$ cat src/logic/ms_pkg.sv
// Purpose: Shared constants and types for the measurement sequencer.
// Assumes: One module clock; register port with one-cycle read latency.
// Notes: Offsets are byte addresses of 32-bit words.
package ms_pkg;

    localparam int ADDR_W = 8;
    localparam int REG_W = 32;
    localparam int SMP_W = 24;
    localparam int CNT_W = 24;

    // Register offsets.
    localparam logic [7:0] OFS_CTRL = 8'h00;
    localparam logic [7:0] OFS_CFG = 8'h04;
    localparam logic [7:0] OFS_SETTLE = 8'h08;
    localparam logic [7:0] OFS_PRETRIG = 8'h0C;
    localparam logic [7:0] OFS_BLOCK = 8'h10;
    localparam logic [7:0] OFS_DECIM = 8'h14;
    localparam logic [7:0] OFS_RATE = 8'h18;
    localparam logic [7:0] OFS_STATUS = 8'h1C;

    // Command bits in the control register (write only, self clearing).
    localparam int CMD_INIT = 0;
    localparam int CMD_ARM = 1;
    localparam int CMD_TRIG = 2;
    localparam int CMD_RESET = 3;

    // Configuration field positions.
    localparam int CFG_MULTI = 0;
    localparam int CFG_AUTO_ARM = 1;
    localparam int CFG_AUTO_TRIG = 2;
    localparam int CFG_TRIG_DRIVE = 3;
    localparam int CFG_CONT = 4;
    localparam int CFG_PREARM_AUTO = 5;
    localparam logic [5:0] CFG_RESET = 6'h20;

    // Decimation field layout: divide-by-two count and divide-by-five flag.
    localparam int DEC_DIV5 = 5;
    localparam logic [4:0] DEC_MAX_DIV2 = 5'h10;

    // Sample rates 48000.0 to 196608.0 Hz form a list of this many entries.
    localparam logic [4:0] RATE_COUNT = 5'h1B;
    localparam logic [4:0] RATE_RESET = 5'h00;

    localparam logic [CNT_W-1:0] SETTLE_RESET = 24'h000040;
    localparam logic [CNT_W-1:0] BLOCK_RESET = 24'h000400;

    typedef struct packed {
        logic [ADDR_W-1:0] addr;
        logic [REG_W-1:0] wdata;
        logic wr;
        logic rd;
    } ms_bus_t;

    typedef struct packed {
        logic valid;
        logic [SMP_W-1:0] data;
    } ms_sample_t;

    typedef struct packed {
        logic wr;
        logic drop;
        logic [SMP_W-1:0] data;
    } ms_fifo_t;

    typedef struct packed {
        logic div5;
        logic [4:0] div2;
    } ms_decim_t;

    typedef enum logic [3:0] {
        ST_PARAM_SETUP,
        ST_BOOT_LOADING,
        ST_BOOTED,
        ST_FILTER_SETTLE,
        ST_PREARM,
        ST_IDLE,
        ST_ARM,
        ST_TRIGGER,
        ST_ACQUIRE
    } ms_state_t;

endpackage : ms_pkg

$ cat src/logic/ms_seq.sv
// Purpose: Measurement sequencer driving the shared wire-OR sync line.
// Assumes: Sample stream, trigger and boot inputs come from core_clk logic;
//          only the backplane sync pin is asynchronous.
// Notes: Parameters written to the shadow registers take effect at init.
//
// Contract
// [RULE1] States begin on line fall, end on rise.
// [RULE2] Line is wire-OR; any module holds low.
// [RULE3] Single module keeps the line internal.
// [RULE4] Sample clock toggles steadily through all states.
// [RULE5] Reset enters parameter setup until line falls.
// [RULE6] Boot loads, then releases line, enters booted.
// [RULE7] Booted waits for line fall, then settles.
// [RULE8] Settle discards configured samples, then pre-arm.
// [RULE9] Pre-arm waits condition, releases, then idle.
// [RULE10] Idle writes nothing; arm on fall/rpm/software.
// [RULE11] Auto arm pulls line low in idle.
// [RULE12] Arm stores samples until line goes high.
// [RULE13] Arm releases after pre-trigger samples collected.
// [RULE14] Trigger fills, drops old, waits line fall.
// [RULE15] Pull low on trigger, auto, software trigger.
// [RULE16] Acquire offers data out, holds line low.
// [RULE17] Block mode stops after one block collected.
// [RULE18] Continuous mode stops only on FIFO overflow.
// [RULE19] Stop releases line; line high returns idle.
// [RULE20] Measurement reset returns to parameter setup.
// [RULE21] Deferred parameters apply at measurement init.
// [RULE22] Only listed discrete sample rates accepted.
// [RULE23] Zero to sixteen halvings plus optional fifth.
`timescale 1ns/1ps
module ms_seq
    import ms_pkg::*;
#(
    parameter int SCLK_HALF = 4
) (
    // Clock and reset.
    input wire logic core_clk,
    input wire logic rst,
    // Register port.
    input wire ms_bus_t bus,
    output logic [REG_W-1:0] bus_rdata,
    // Backplane sync pin, open drain.
    input wire logic bp_sync_i,
    output logic bp_sync_o,
    output logic bp_sync_oe,
    // Events from neighbouring logic.
    input wire logic boot_done,
    input wire logic prearm_evt,
    input wire logic rpm_arm_evt,
    input wire logic trig_evt,
    input wire logic fifo_full,
    input wire ms_sample_t smp_in,
    // Sample stream toward the FIFO and output port.
    output ms_fifo_t fifo_out,
    output logic out_en,
    // Sample clock and active settings.
    output logic samp_clk,
    output ms_decim_t decim_act,
    output logic [4:0] rate_act
);

    if (SCLK_HALF < 1 || SCLK_HALF > 255) begin : g_chk
        $error("SCLK_HALF must lie in 1 to 255");
    end

    typedef struct packed {
        ms_state_t st;
        logic own_pull;
        logic [2:0] pin_sync;
        logic bp_low;
        logic line_prev;
        logic [CNT_W-1:0] cnt;
        logic stopped;
        logic [5:0] cfg;
        logic [CNT_W-1:0] settle_sh;
        logic [CNT_W-1:0] pretrig_sh;
        logic [CNT_W-1:0] block_sh;
        ms_decim_t decim_sh;
        logic [4:0] rate_sh;
        logic [CNT_W-1:0] settle_act;
        logic [CNT_W-1:0] pretrig_act;
        logic [CNT_W-1:0] block_act;
        ms_decim_t decim_act;
        logic [4:0] rate_act;
        ms_fifo_t fifo;
        logic out_en;
        logic [REG_W-1:0] rdata;
        logic [7:0] sdiv;
        logic sclk;
        logic bp_oe;
    } ms_regs_t;

    ms_regs_t r_reg;
    ms_regs_t r_next;

    logic multi;
    logic line_low;
    logic line_fall;
    logic wr_ctrl;
    logic [3:0] cmd;
    logic smp;

    // Without the backplane the line is only this module's own pull.
    assign multi = r_reg.cfg[CFG_MULTI];
    assign line_low = r_reg.own_pull | (multi & r_reg.bp_low); // RULE2 RULE3
    assign line_fall = line_low & ~r_reg.line_prev;
    // Commands act only in the cycle of the control write, so a later
    // state change never replays an old command.
    assign wr_ctrl = bus.wr && bus.addr == OFS_CTRL;
    assign cmd = wr_ctrl ? bus.wdata[3:0] : 4'h0;
    assign smp = smp_in.valid;

    always_comb begin
        r_next = r_reg;
        r_next.fifo.wr = 1'b0;
        r_next.fifo.drop = 1'b0;
        r_next.fifo.data = smp_in.data;
        r_next.line_prev = line_low;

        // Three flops on the pin; level accepted once the last two agree.
        // A one-cycle glitch on the backplane never reaches the sequencer,
        // at the price of about three cycles of latency.
        r_next.pin_sync = {r_reg.pin_sync[1:0], ~bp_sync_i};
        if (r_reg.pin_sync[1] == r_reg.pin_sync[2]) begin
            r_next.bp_low = r_reg.pin_sync[2];
        end

        // Free-running divider, never touched by the sequencer.
        // Gating it on state changes would let peer modules drift apart.
        if (r_reg.sdiv == 8'(SCLK_HALF - 1)) begin
            r_next.sdiv = 8'h00;
            r_next.sclk = ~r_reg.sclk; // RULE4
        end else begin
            r_next.sdiv = r_reg.sdiv + 8'h01;
        end

        // Register writes.
        if (bus.wr) begin
            case (bus.addr)
                OFS_CFG: r_next.cfg = bus.wdata[5:0];
                OFS_SETTLE: r_next.settle_sh = bus.wdata[CNT_W-1:0];
                OFS_PRETRIG: r_next.pretrig_sh = bus.wdata[CNT_W-1:0];
                OFS_BLOCK: r_next.block_sh = bus.wdata[CNT_W-1:0];
                OFS_DECIM: begin
                    if (bus.wdata[4:0] <= DEC_MAX_DIV2) begin // RULE23
                        r_next.decim_sh.div2 = bus.wdata[4:0];
                        r_next.decim_sh.div5 = bus.wdata[DEC_DIV5];
                    end
                end
                OFS_RATE: begin
                    if (bus.wdata[REG_W-1:5] == '0 &&
                        bus.wdata[4:0] < RATE_COUNT) begin // RULE22
                        r_next.rate_sh = bus.wdata[4:0];
                    end
                end
                default: ;
            endcase
        end

        // Register reads, answered in the following cycle.
        r_next.rdata = '0;
        if (bus.rd) begin
            case (bus.addr)
                OFS_CFG: r_next.rdata = REG_W'(r_reg.cfg);
                OFS_SETTLE: r_next.rdata = REG_W'(r_reg.settle_sh);
                OFS_PRETRIG: r_next.rdata = REG_W'(r_reg.pretrig_sh);
                OFS_BLOCK: r_next.rdata = REG_W'(r_reg.block_sh);
                OFS_DECIM: r_next.rdata = REG_W'(r_reg.decim_sh);
                OFS_RATE: r_next.rdata = REG_W'(r_reg.rate_sh);
                OFS_STATUS: r_next.rdata = REG_W'({r_reg.stopped,
                    r_reg.own_pull, line_low, r_reg.st});
                default: r_next.rdata = '0;
            endcase
        end

        case (r_reg.st)
            ST_PARAM_SETUP: begin
                if (cmd[CMD_INIT]) begin
                    r_next.own_pull = 1'b1;
                end
                if (line_fall) begin // RULE5
                    r_next.st = ST_BOOT_LOADING;
                    r_next.own_pull = 1'b1;
                    r_next.settle_act = r_reg.settle_sh; // RULE21
                    r_next.pretrig_act = r_reg.pretrig_sh; // RULE21
                    r_next.block_act = r_reg.block_sh; // RULE21
                    r_next.decim_act = r_reg.decim_sh; // RULE21
                    r_next.rate_act = r_reg.rate_sh; // RULE21
                end
            end
            ST_BOOT_LOADING: begin
                if (boot_done) begin // RULE6
                    r_next.own_pull = 1'b0;
                    r_next.st = ST_BOOTED;
                end
            end
            ST_BOOTED: begin
                // Once every module has let go, this one starts the fall.
                if (!line_low) begin
                    r_next.own_pull = 1'b1;
                end
                if (line_fall) begin // RULE7
                    r_next.own_pull = 1'b1;
                    r_next.cnt = '0;
                    r_next.st = ST_FILTER_SETTLE;
                end
            end
            ST_FILTER_SETTLE: begin
                if (r_reg.cnt >= r_reg.settle_act) begin // RULE8
                    r_next.st = ST_PREARM;
                end else if (smp) begin
                    r_next.cnt = r_reg.cnt + 1'b1;
                end
            end
            ST_PREARM: begin
                if (r_reg.own_pull && (r_reg.cfg[CFG_PREARM_AUTO] ||
                    prearm_evt)) begin // RULE9
                    r_next.own_pull = 1'b0;
                end
                if (!r_reg.own_pull && !line_low) begin // RULE1
                    r_next.st = ST_IDLE;
                    // Auto arm pulls in the very cycle idle begins.
                    r_next.own_pull = r_reg.cfg[CFG_AUTO_ARM]; // RULE11
                end
            end
            ST_IDLE: begin
                r_next.own_pull = r_reg.cfg[CFG_AUTO_ARM]; // RULE11
                // Shaft-speed and software arm do not wait for the line.
                if (line_fall || rpm_arm_evt || cmd[CMD_ARM]) begin // RULE10
                    r_next.st = ST_ARM;
                    r_next.own_pull = r_reg.pretrig_act != '0;
                    r_next.cnt = '0;
                end
            end
            ST_ARM: begin
                if (smp) begin
                    r_next.fifo.wr = 1'b1; // RULE12
                    if (r_reg.cnt < r_reg.pretrig_act) begin
                        r_next.cnt = r_reg.cnt + 1'b1;
                    end
                end
                // The pull follows the running count, so a pre-trigger of
                // zero lets go in the first arm cycle.
                r_next.own_pull = r_next.cnt < r_reg.pretrig_act; // RULE13
                if (!line_low) begin // RULE12
                    r_next.st = ST_TRIGGER;
                    r_next.own_pull = 1'b0;
                end
            end
            ST_TRIGGER: begin
                if (smp) begin
                    r_next.fifo.wr = 1'b1;
                    // Window full: the oldest sample goes out as one comes in.
                    if (r_reg.cnt >= r_reg.pretrig_act) begin
                        r_next.fifo.drop = 1'b1; // RULE14
                    end else begin
                        r_next.cnt = r_reg.cnt + 1'b1;
                    end
                end
                // Any one enabled source is enough; later ones change
                // nothing once the line is low.
                if ((trig_evt && r_reg.cfg[CFG_TRIG_DRIVE]) ||
                    r_reg.cfg[CFG_AUTO_TRIG] || cmd[CMD_TRIG]) begin
                    r_next.own_pull = 1'b1; // RULE15
                end
                if (line_fall) begin // RULE14
                    r_next.st = ST_ACQUIRE;
                    r_next.own_pull = 1'b1;
                    r_next.stopped = 1'b0;
                    r_next.out_en = 1'b1; // RULE16
                end
            end
            ST_ACQUIRE: begin
                // Block mode counts on from the pre-trigger count, so one
                // block includes the pre-trigger samples.
                if (!r_reg.stopped) begin
                    r_next.own_pull = 1'b1; // RULE16
                    if (r_reg.cfg[CFG_CONT]) begin
                        if (fifo_full) begin // RULE18
                            r_next.stopped = 1'b1;
                            r_next.own_pull = 1'b0; // RULE19
                        end else if (smp) begin
                            r_next.fifo.wr = 1'b1;
                        end
                    end else if (r_reg.cnt >= r_reg.block_act) begin
                        r_next.stopped = 1'b1; // RULE17
                        r_next.own_pull = 1'b0; // RULE19
                    end else if (smp) begin
                        r_next.fifo.wr = 1'b1;
                        r_next.cnt = r_reg.cnt + 1'b1;
                    end
                end else if (!line_low) begin // RULE19
                    r_next.st = ST_IDLE;
                    r_next.own_pull = r_reg.cfg[CFG_AUTO_ARM]; // RULE11
                    r_next.out_en = 1'b0;
                    r_next.stopped = 1'b0;
                end
            end
            default: begin
                // An illegal state code falls back to setup, line let go.
                r_next.st = ST_PARAM_SETUP;
                r_next.own_pull = 1'b0;
            end
        endcase

        // A measurement reset overrides any sequence step.
        if (cmd[CMD_RESET]) begin // RULE20
            r_next.st = ST_PARAM_SETUP;
            r_next.own_pull = 1'b0;
            r_next.out_en = 1'b0;
            r_next.stopped = 1'b0;
            r_next.fifo.wr = 1'b0;
            r_next.fifo.drop = 1'b0;
        end

        // The pin is driven only when the backplane is in use.
        r_next.bp_oe = r_next.own_pull & r_next.cfg[CFG_MULTI]; // RULE3
    end

    always_ff @(posedge core_clk) begin
        if (rst) begin
            // Clear all, then set the fields whose reset value is not zero.
            r_reg <= '0;
            r_reg.st <= ST_PARAM_SETUP; // RULE5
            r_reg.cfg <= CFG_RESET;
            r_reg.settle_sh <= SETTLE_RESET;
            r_reg.block_sh <= BLOCK_RESET;
            r_reg.settle_act <= SETTLE_RESET;
            r_reg.block_act <= BLOCK_RESET;
            r_reg.rate_sh <= RATE_RESET;
            r_reg.rate_act <= RATE_RESET;
        end else begin
            r_reg <= r_next;
        end
    end

    // The pin is open drain: it only ever pulls low, so the level is a
    // constant and the registered enable alone decides the drive.
    assign bp_sync_o = 1'b0;
    assign bp_sync_oe = r_reg.bp_oe;
    assign bus_rdata = r_reg.rdata;
    assign fifo_out = r_reg.fifo;
    assign out_en = r_reg.out_en;
    assign samp_clk = r_reg.sclk;
    assign decim_act = r_reg.decim_act;
    assign rate_act = r_reg.rate_act;

endmodule : ms_seq

$ cat config.mk
export PLATFORM = sky130hd
export DESIGN_NAME = ms_seq
export DESIGN_NICKNAME = d
export VERILOG_FILES = /design/src/logic/ms_pkg.sv /design/src/logic/ms_seq.sv
export SDC_FILE = /design/constraint.sdc
export NUM_CORES = 1
export LEC_CHECK = 0
export BUFFER_PORTS_ARGS = -buffer_cell sky130_fd_sc_hd__buf_2
export CAP_MARGIN = 20
export CORE_ASPECT_RATIO = 0.9
export CORE_MARGIN = 2
export CORE_UTILIZATION = 35
export CTS_BUF_LIST = sky130_fd_sc_hd__clkbuf_4
export DETAILED_ROUTE_END_ITERATION = 7
export PLACE_DENSITY = 0.66
export SYNTH_ARGS = -nofsm -noshare
export SYNTH_HDL_FRONTEND = slang
export SYNTH_SLANG_ARGS = --single-unit
$ cat constraint.sdc
create_clock -name core_clk -period 3.9 [get_ports core_clk]
set_input_delay 0.195 -clock core_clk [delete_from_list [all_inputs] [get_ports core_clk]]
set_output_delay 0.195 -clock core_clk [all_outputs]
set_load 0.02 [all_outputs]
# After elaboration in Yosys (flattened, before gate mapping)
# Cells that the tools add are included.
[word_totals]
word_cells = 178
input_bits = 75
ff_bits = 276
output_inout_bits = 73
[op_classes]
reduce_logical = 33
bitwise_logic = 10
magnitude_cmp = 7
n_addsub = 2
n_eq_ne = 33
mux = 64
[ops]
columns = ["op", "n"]
rows = [
  ["$mux W24", 15],
  ["$pmux W24 S7", 1],
  ["$pmux W24 S6", 1],
  ["$mux W84", 1],
  ["$ge A24 B24 Y1", 3],
  ["$mux W5", 10],
  ["$lt A24 B24 Y1", 2],
  ["$pmux W4 S9", 1],
  ["$eq A8 B5 Y1 const B", 4],
  ["$ne A2 B2 Y1 const B", 16],
  ["$logic_not A27 Y1", 1],
  ["$mux W1", 25],
  ["$add A24 B1 Y24 const B", 1],
  ["$reduce_bool A24 Y1", 1],
  ["$eq A4 B3 Y1 const B", 4],
  ["$eq A8 B4 Y1 const B", 2],
  ["$mux W4", 3],
  ["$mux W6", 2],
  ["$reduce_and A2 Y1", 6],
  ["$reduce_and A10 Y1", 1],
  ["$pmux W1 S9", 1],
  ["$reduce_and A9 Y1", 1],
  ["$add A8 B1 Y8 const B", 1],
  ["$eq A4 B2 Y1 const B", 2],
  ["24 further kinds", 44],
]

# Logic depth before layout (Yosys ltp)
[logic_depth]
word_depth = 9
depth_mapped = 20
mapped_depth_nobuf = 18

# Least setup slack after synthesis
# No wires, ideal clock.
[synth_path]
path_type = "register to register"
start = "register r_reg[253] (netlist bit)"
end = "register r_reg (netlist bit bp_sync_oe)"
path_stages_with_launch = 20
setup_time_ns = 0.078
required_time_ns = 3.822
arrival_time_ns = 3.969
setup_slack_ns = -0.147
period_less_slack_ns = 4.047
path_buffers = 2
cell_sequence = "dfxtp_1 > ha_1 > and3_1 > a221o_1 > a22oi_1 > nand3_1 > or2_1 > clkbuf_1 > buf_1 > nor2_1 > xor2_1 > ha_1 > a21o_1 > a21o_1 > a21o_1 > a211o_1 > a21oi_1 > and3_1 > a221oi_1 > nor3_1"
[synth_via]
elab_chain_len = 9
elab_cells_between_ends = 14
classes_between = "add/sub: 1; order compare: 3; mux: 9; bitwise: 1"
[synth_lines]
columns = ["element", "line", "rtl"]
rows = [
  ["start, declared", "ms_seq.sv:93", "ms_regs_t r_reg;"],
  ["start signal, assigned", "ms_seq.sv:333", "r_reg <= r_next;"],
  ["$add A24 B1 Y24 / $lt A24 B24 Y1 (equally long branches)", "ms_seq.sv:239, ms_seq.sv:238", ""],
  ["$mux W24", "ms_seq.sv:238", "if (r_reg.cnt < r_reg.pretrig_act) begin"],
  ["$mux W24", "ms_seq.sv:236", "if (smp) begin"],
  ["$mux W24", "ms_seq.sv:176", "case (r_reg.st)"],
  ["$lt A24 B24 Y1", "ms_seq.sv:244", "r_next.own_pull = r_next.cnt < r_reg.pretrig_act;"],
  ["$mux W5", "ms_seq.sv:245", "if (!line_low) begin"],
  ["$pmux W1 S9 (*)", "ms_seq.sv:176", ""],
  ["$mux W1 (*)", "ms_seq.sv:307", "if (cmd[CMD_RESET]) begin"],
  ["$and A1 B1 Y1 (*)", "ms_seq.sv:317", "r_next.bp_oe = r_next.own_pull & r_next.cfg[CFG_MULTI];"],
]
# Mark *: on every way between the ends. The rest lies on a longest branch, timed or not. The select of a mux whose other input is x is not followed.
# A chain may end at the register's enable or synchronous reset.

# Final worst setup path
[layout_path]
start = "register r_reg[264] (netlist bit)"
end = "register r_reg (netlist bit bp_sync_oe)"
# Same word-level chain as after synthesis.

==> results.py <==
metrics = {
    "global_route": {
        "grt_pass1_vias": 12900,
        "grt_pass1_wl_um": 68500,
        "antenna_found_initial": 1,
        "overflow": 0,
        "grt_usage_pct": 21.5,
        "grt_max_degree": 86,
    },
    "run_status": {
        "run_status": "finished clean",
    },
    "synth": {
        "netlist_instances": 1712,
        "syn_area_um2": 13700,
        "synth_edf_count": 0,
        "ys_ff_latch": 268,
        "async_reset_ff_share_pct": 0,
        "ys_types": 72,
        "avgSynthCellArea_um2": 8.00,
        "synth-seq-area-share_pct": 39.1,
        "ys.flop_type": "dfxtp_1",
        "ys_warn_count": 0,
    },
    "power": {
        "seqPwrFrac_pct": 46.2,
        "leakagePower_nw": 6.74,
        "combPwrFrac_pct": 14.5,
        "p_int_mw": 4.31,
        "peakVddDrop_uv": 220,
        "swShare_pct": 30.2,
        "p_per_area_nw_per_um2": 365,
        "switching_power_mw": 1.86,
        "p_clk_share_pct": 39.3,
    },
    "setup_path": {
        "cp_max_fo": 4,
        "reg2reg_to": "bp_sync_oe",
        "reg2regPathDepth": 18,
        "rrSetupSlack_ps": 30,
        "cp-end-kind": "flip-flop",
        "crit_path_start_kind": "flip-flop",
        "worst-setup-path-type": "flip-flop to flip-flop",
        "r2r-start": "r_reg[264]",
        "crit_arrival_ps": 4590,
        "required_ps": 4610,
    },
    "die": {
        "start_util_pct": 35.6,
        "die_height_um": 192,
        "fp.dieW_um": 213,
        "core-area_um2": 38500,
        "rows": 68,
        "ioPinCount": 148,
        "die_area_um2": 40800,
    },
    "cts": {
        "cts_sinks": 268,
        "ctsRootBufferMaster": "clkbuf_4",
        "cts_buffer_depth": 3,
        "numCtsBuffers": 75,
        "clock_latency_ps": 800,
        "cts_tree": "built",
        "clkTransAtPathRegs_ps": 60,
        "htree_levels": 3,
    },
    "routing": {
        "drc": 0,
        "num_vias": 13300,
        "drt.antenna.violating_nets": 0,
        "drt-pass1-iter-count": 8,
        "post_drt_via_cell_ratio": 5.27,
        "drt_iter0_drc": 1194,
        "drt-total-wl_um": 43600,
        "wire_per_inst_um": 17.3,
    },
    "worst_hold_path": {
        "hp-class": "input pin to flip-flop",
        "holdPathStages": 4,
        "min-delay-start": "boot_done",
        "hold_path_end": "r_reg[273]",
    },
    "placement": {
        "dp_hpwl_um": 30500,
        "gp_congestion": 0.900,
        "numPortBuffers": 138,
        "placed_cells": 2322,
        "pre_cts_slack_ps": -206,
    },
    "sta": {
        "final.setup_skew_ps": 113,
        "fin_setup_tns_ps": 0,
        "layout_setup_ws_ps": 25.2,
        "max_slew_margin_pct": 27.5,
        "setup_violations": 0,
        "drv_slew": 0,
        "tightest_slew_ps": 1080,
        "period_share_pct": 99.4,
        "rsz0062_at_grt": "true",
        "min_period_ps": 3870,
        "clock.fmax_mhz": 258,
        "finalHoldViolCount": 0,
    },
    "finish": {
        "syn_to_final_growth_pct": 23.3,
        "largest_reg_flops": 201,
        "stdcell_count": 2519,
        "utilization_pct": 44.0,
        "fin_nets": 2120,
        "drive_above_1_share_pct": 22.9,
    },
    "run": {
        "drv_cap": 0,
    },
}
[power groups by stage]
stage / Sequential, mW / Clock, mW / Combinational (mW)
finish: 2.85 / 2.42 / 0.895
global route: 2.85 / 2.63 / 0.967
detailed placement: 2.90 / 0 / 0.811
global placement: 2.90 / 0 / 0.799
floorplan: 2.86 / 0 / 0.592
CTS: 2.84 / 2.49 / 0.868
[repair_timing]
item	in CTS	in global routing
pin swaps	9	32
endpoints found under the hold margin	151	0
hold buffers	61	0
setup buffers	6	8
setup endpoints to repair	2	2
resized for setup	10	50
[kinds of logic after synthesis]
family,share of synthesized area [%]
other,0.0274
AND/OR/NAND/NOR,20.9
multiplexers,1.24
AO/OA/AOI/OAI,18.8
adder cells (fa/ha/maj),8.86
XOR/XNOR,1.85
flip-flops,39.1
buffers and inverters,9.17
[through the flow]
step                      area [µm²]  hold slack [ps]  total power [mW]
final                          16900             65.2              6.17
after global routing           16900             62.7              6.45
after CTS                      16600             18.6              6.20
after detailed placement       15000              350              3.71
after global placement         15000              351              3.70
after floorplan                13800              262              3.45
[how the worst max path moves through the flow]
stage | start | to | slack (ps) | depth (start not counted)
3_5_place_dp | r_reg[126] | bp_sync_oe | -210 | 20
6_report | r_reg[264] | bp_sync_oe | 30 | 18
3_3_place_gp | r_reg[126] | bp_sync_oe | -7 | 22
5_1_grt | r_reg[127] | bp_sync_oe | -230 | 19
4_1_cts | r_reg[115] | bp_sync_oe | -10 | 19
2_1_floorplan | r_reg[115] | bp_sync_oe | 10 | 20
[layout by cell type, fill, tap and decap left out, types with 61 or more instances in the layout]
master and count:
nand2_1 354, dfxtp_1 252, a21oi_1 200, buf_2 137, buf_4 114, nor2_1 104
clkbuf_4 103, ha_1 86, inv_1 85, dlygate4sd3_1 61
[final cells by class]
class,instances,area [µm²]
Fill cell,3863,21600
Multi-Input combinational cell,1192,7410
Sequential cell,268,5390
Timing Repair Buffer,317,2230
Clock buffer,103,773
Tap cell,525,657
Inverter,94,353
Clock inverter,19,88.8
Antenna cell,1,2.50
[cells in the mapped netlist (6+ instances only)]
| cell | n | area (µm²) |
|---|---|---|
| nand4_1 | 18 | 113 |
| a21o_1 | 21 | 158 |
| nor4_1 | 17 | 106 |
| and4_1 | 6 | 52.6 |
| a22oi_1 | 19 | 143 |
| a21oi_1 | 202 | 1010 |
| buf_4 | 70 | 526 |
| or3_1 | 8 | 50.1 |
| dfxtp_1 | 268 | 5370 |
| or4_1 | 8 | 60.1 |
| nor2b_1 | 32 | 200 |
| inv_1 | 92 | 345 |
| o21ai_0 | 18 | 90.1 |
| buf_1 | 10 | 37.5 |
| and3_1 | 13 | 81.3 |
| xnor2_1 | 14 | 123 |
| nand2b_1 | 11 | 68.8 |
| xor2_1 | 15 | 131 |
| a222oi_1 | 22 | 220 |
| o211ai_1 | 15 | 113 |
| nor2_1 | 107 | 402 |
| nand2_1 | 356 | 1340 |
| nand3_1 | 31 | 155 |
| clkbuf_1 | 82 | 308 |
| a31oi_1 | 23 | 144 |
| ha_1 | 97 | 1210 |
| o311ai_1 | 7 | 61.3 |
| nor3_1 | 15 | 75.1 |
| mux2i_1 | 17 | 170 |
| or2_2 | 8 | 50.1 |
[per-layer routing]
metal	wire length [µm]	global-route usage, %
met4	953	7.80
met3	3720	4.30
met5	0	0
met1	19000	28.9
met2	19900	34.1
[critical path, cell delays in order (launching register included)]
cell,delay [ps]
dfxtp_4,360
ha_4,260
nand4_1,220
nor4_4,420
and3_4,260
o21a_1,150
or2_4,140
buf_6,120
nor2_4,40
xor2_1,160
ha_1,300
a21o_1,160
a21o_1,170
a21o_1,170
a211o_1,270
a21oi_2,160
and3_4,210
a221oi_4,60
nor3_2,180
No activity file was read; power rests on OpenSTA's default activity.
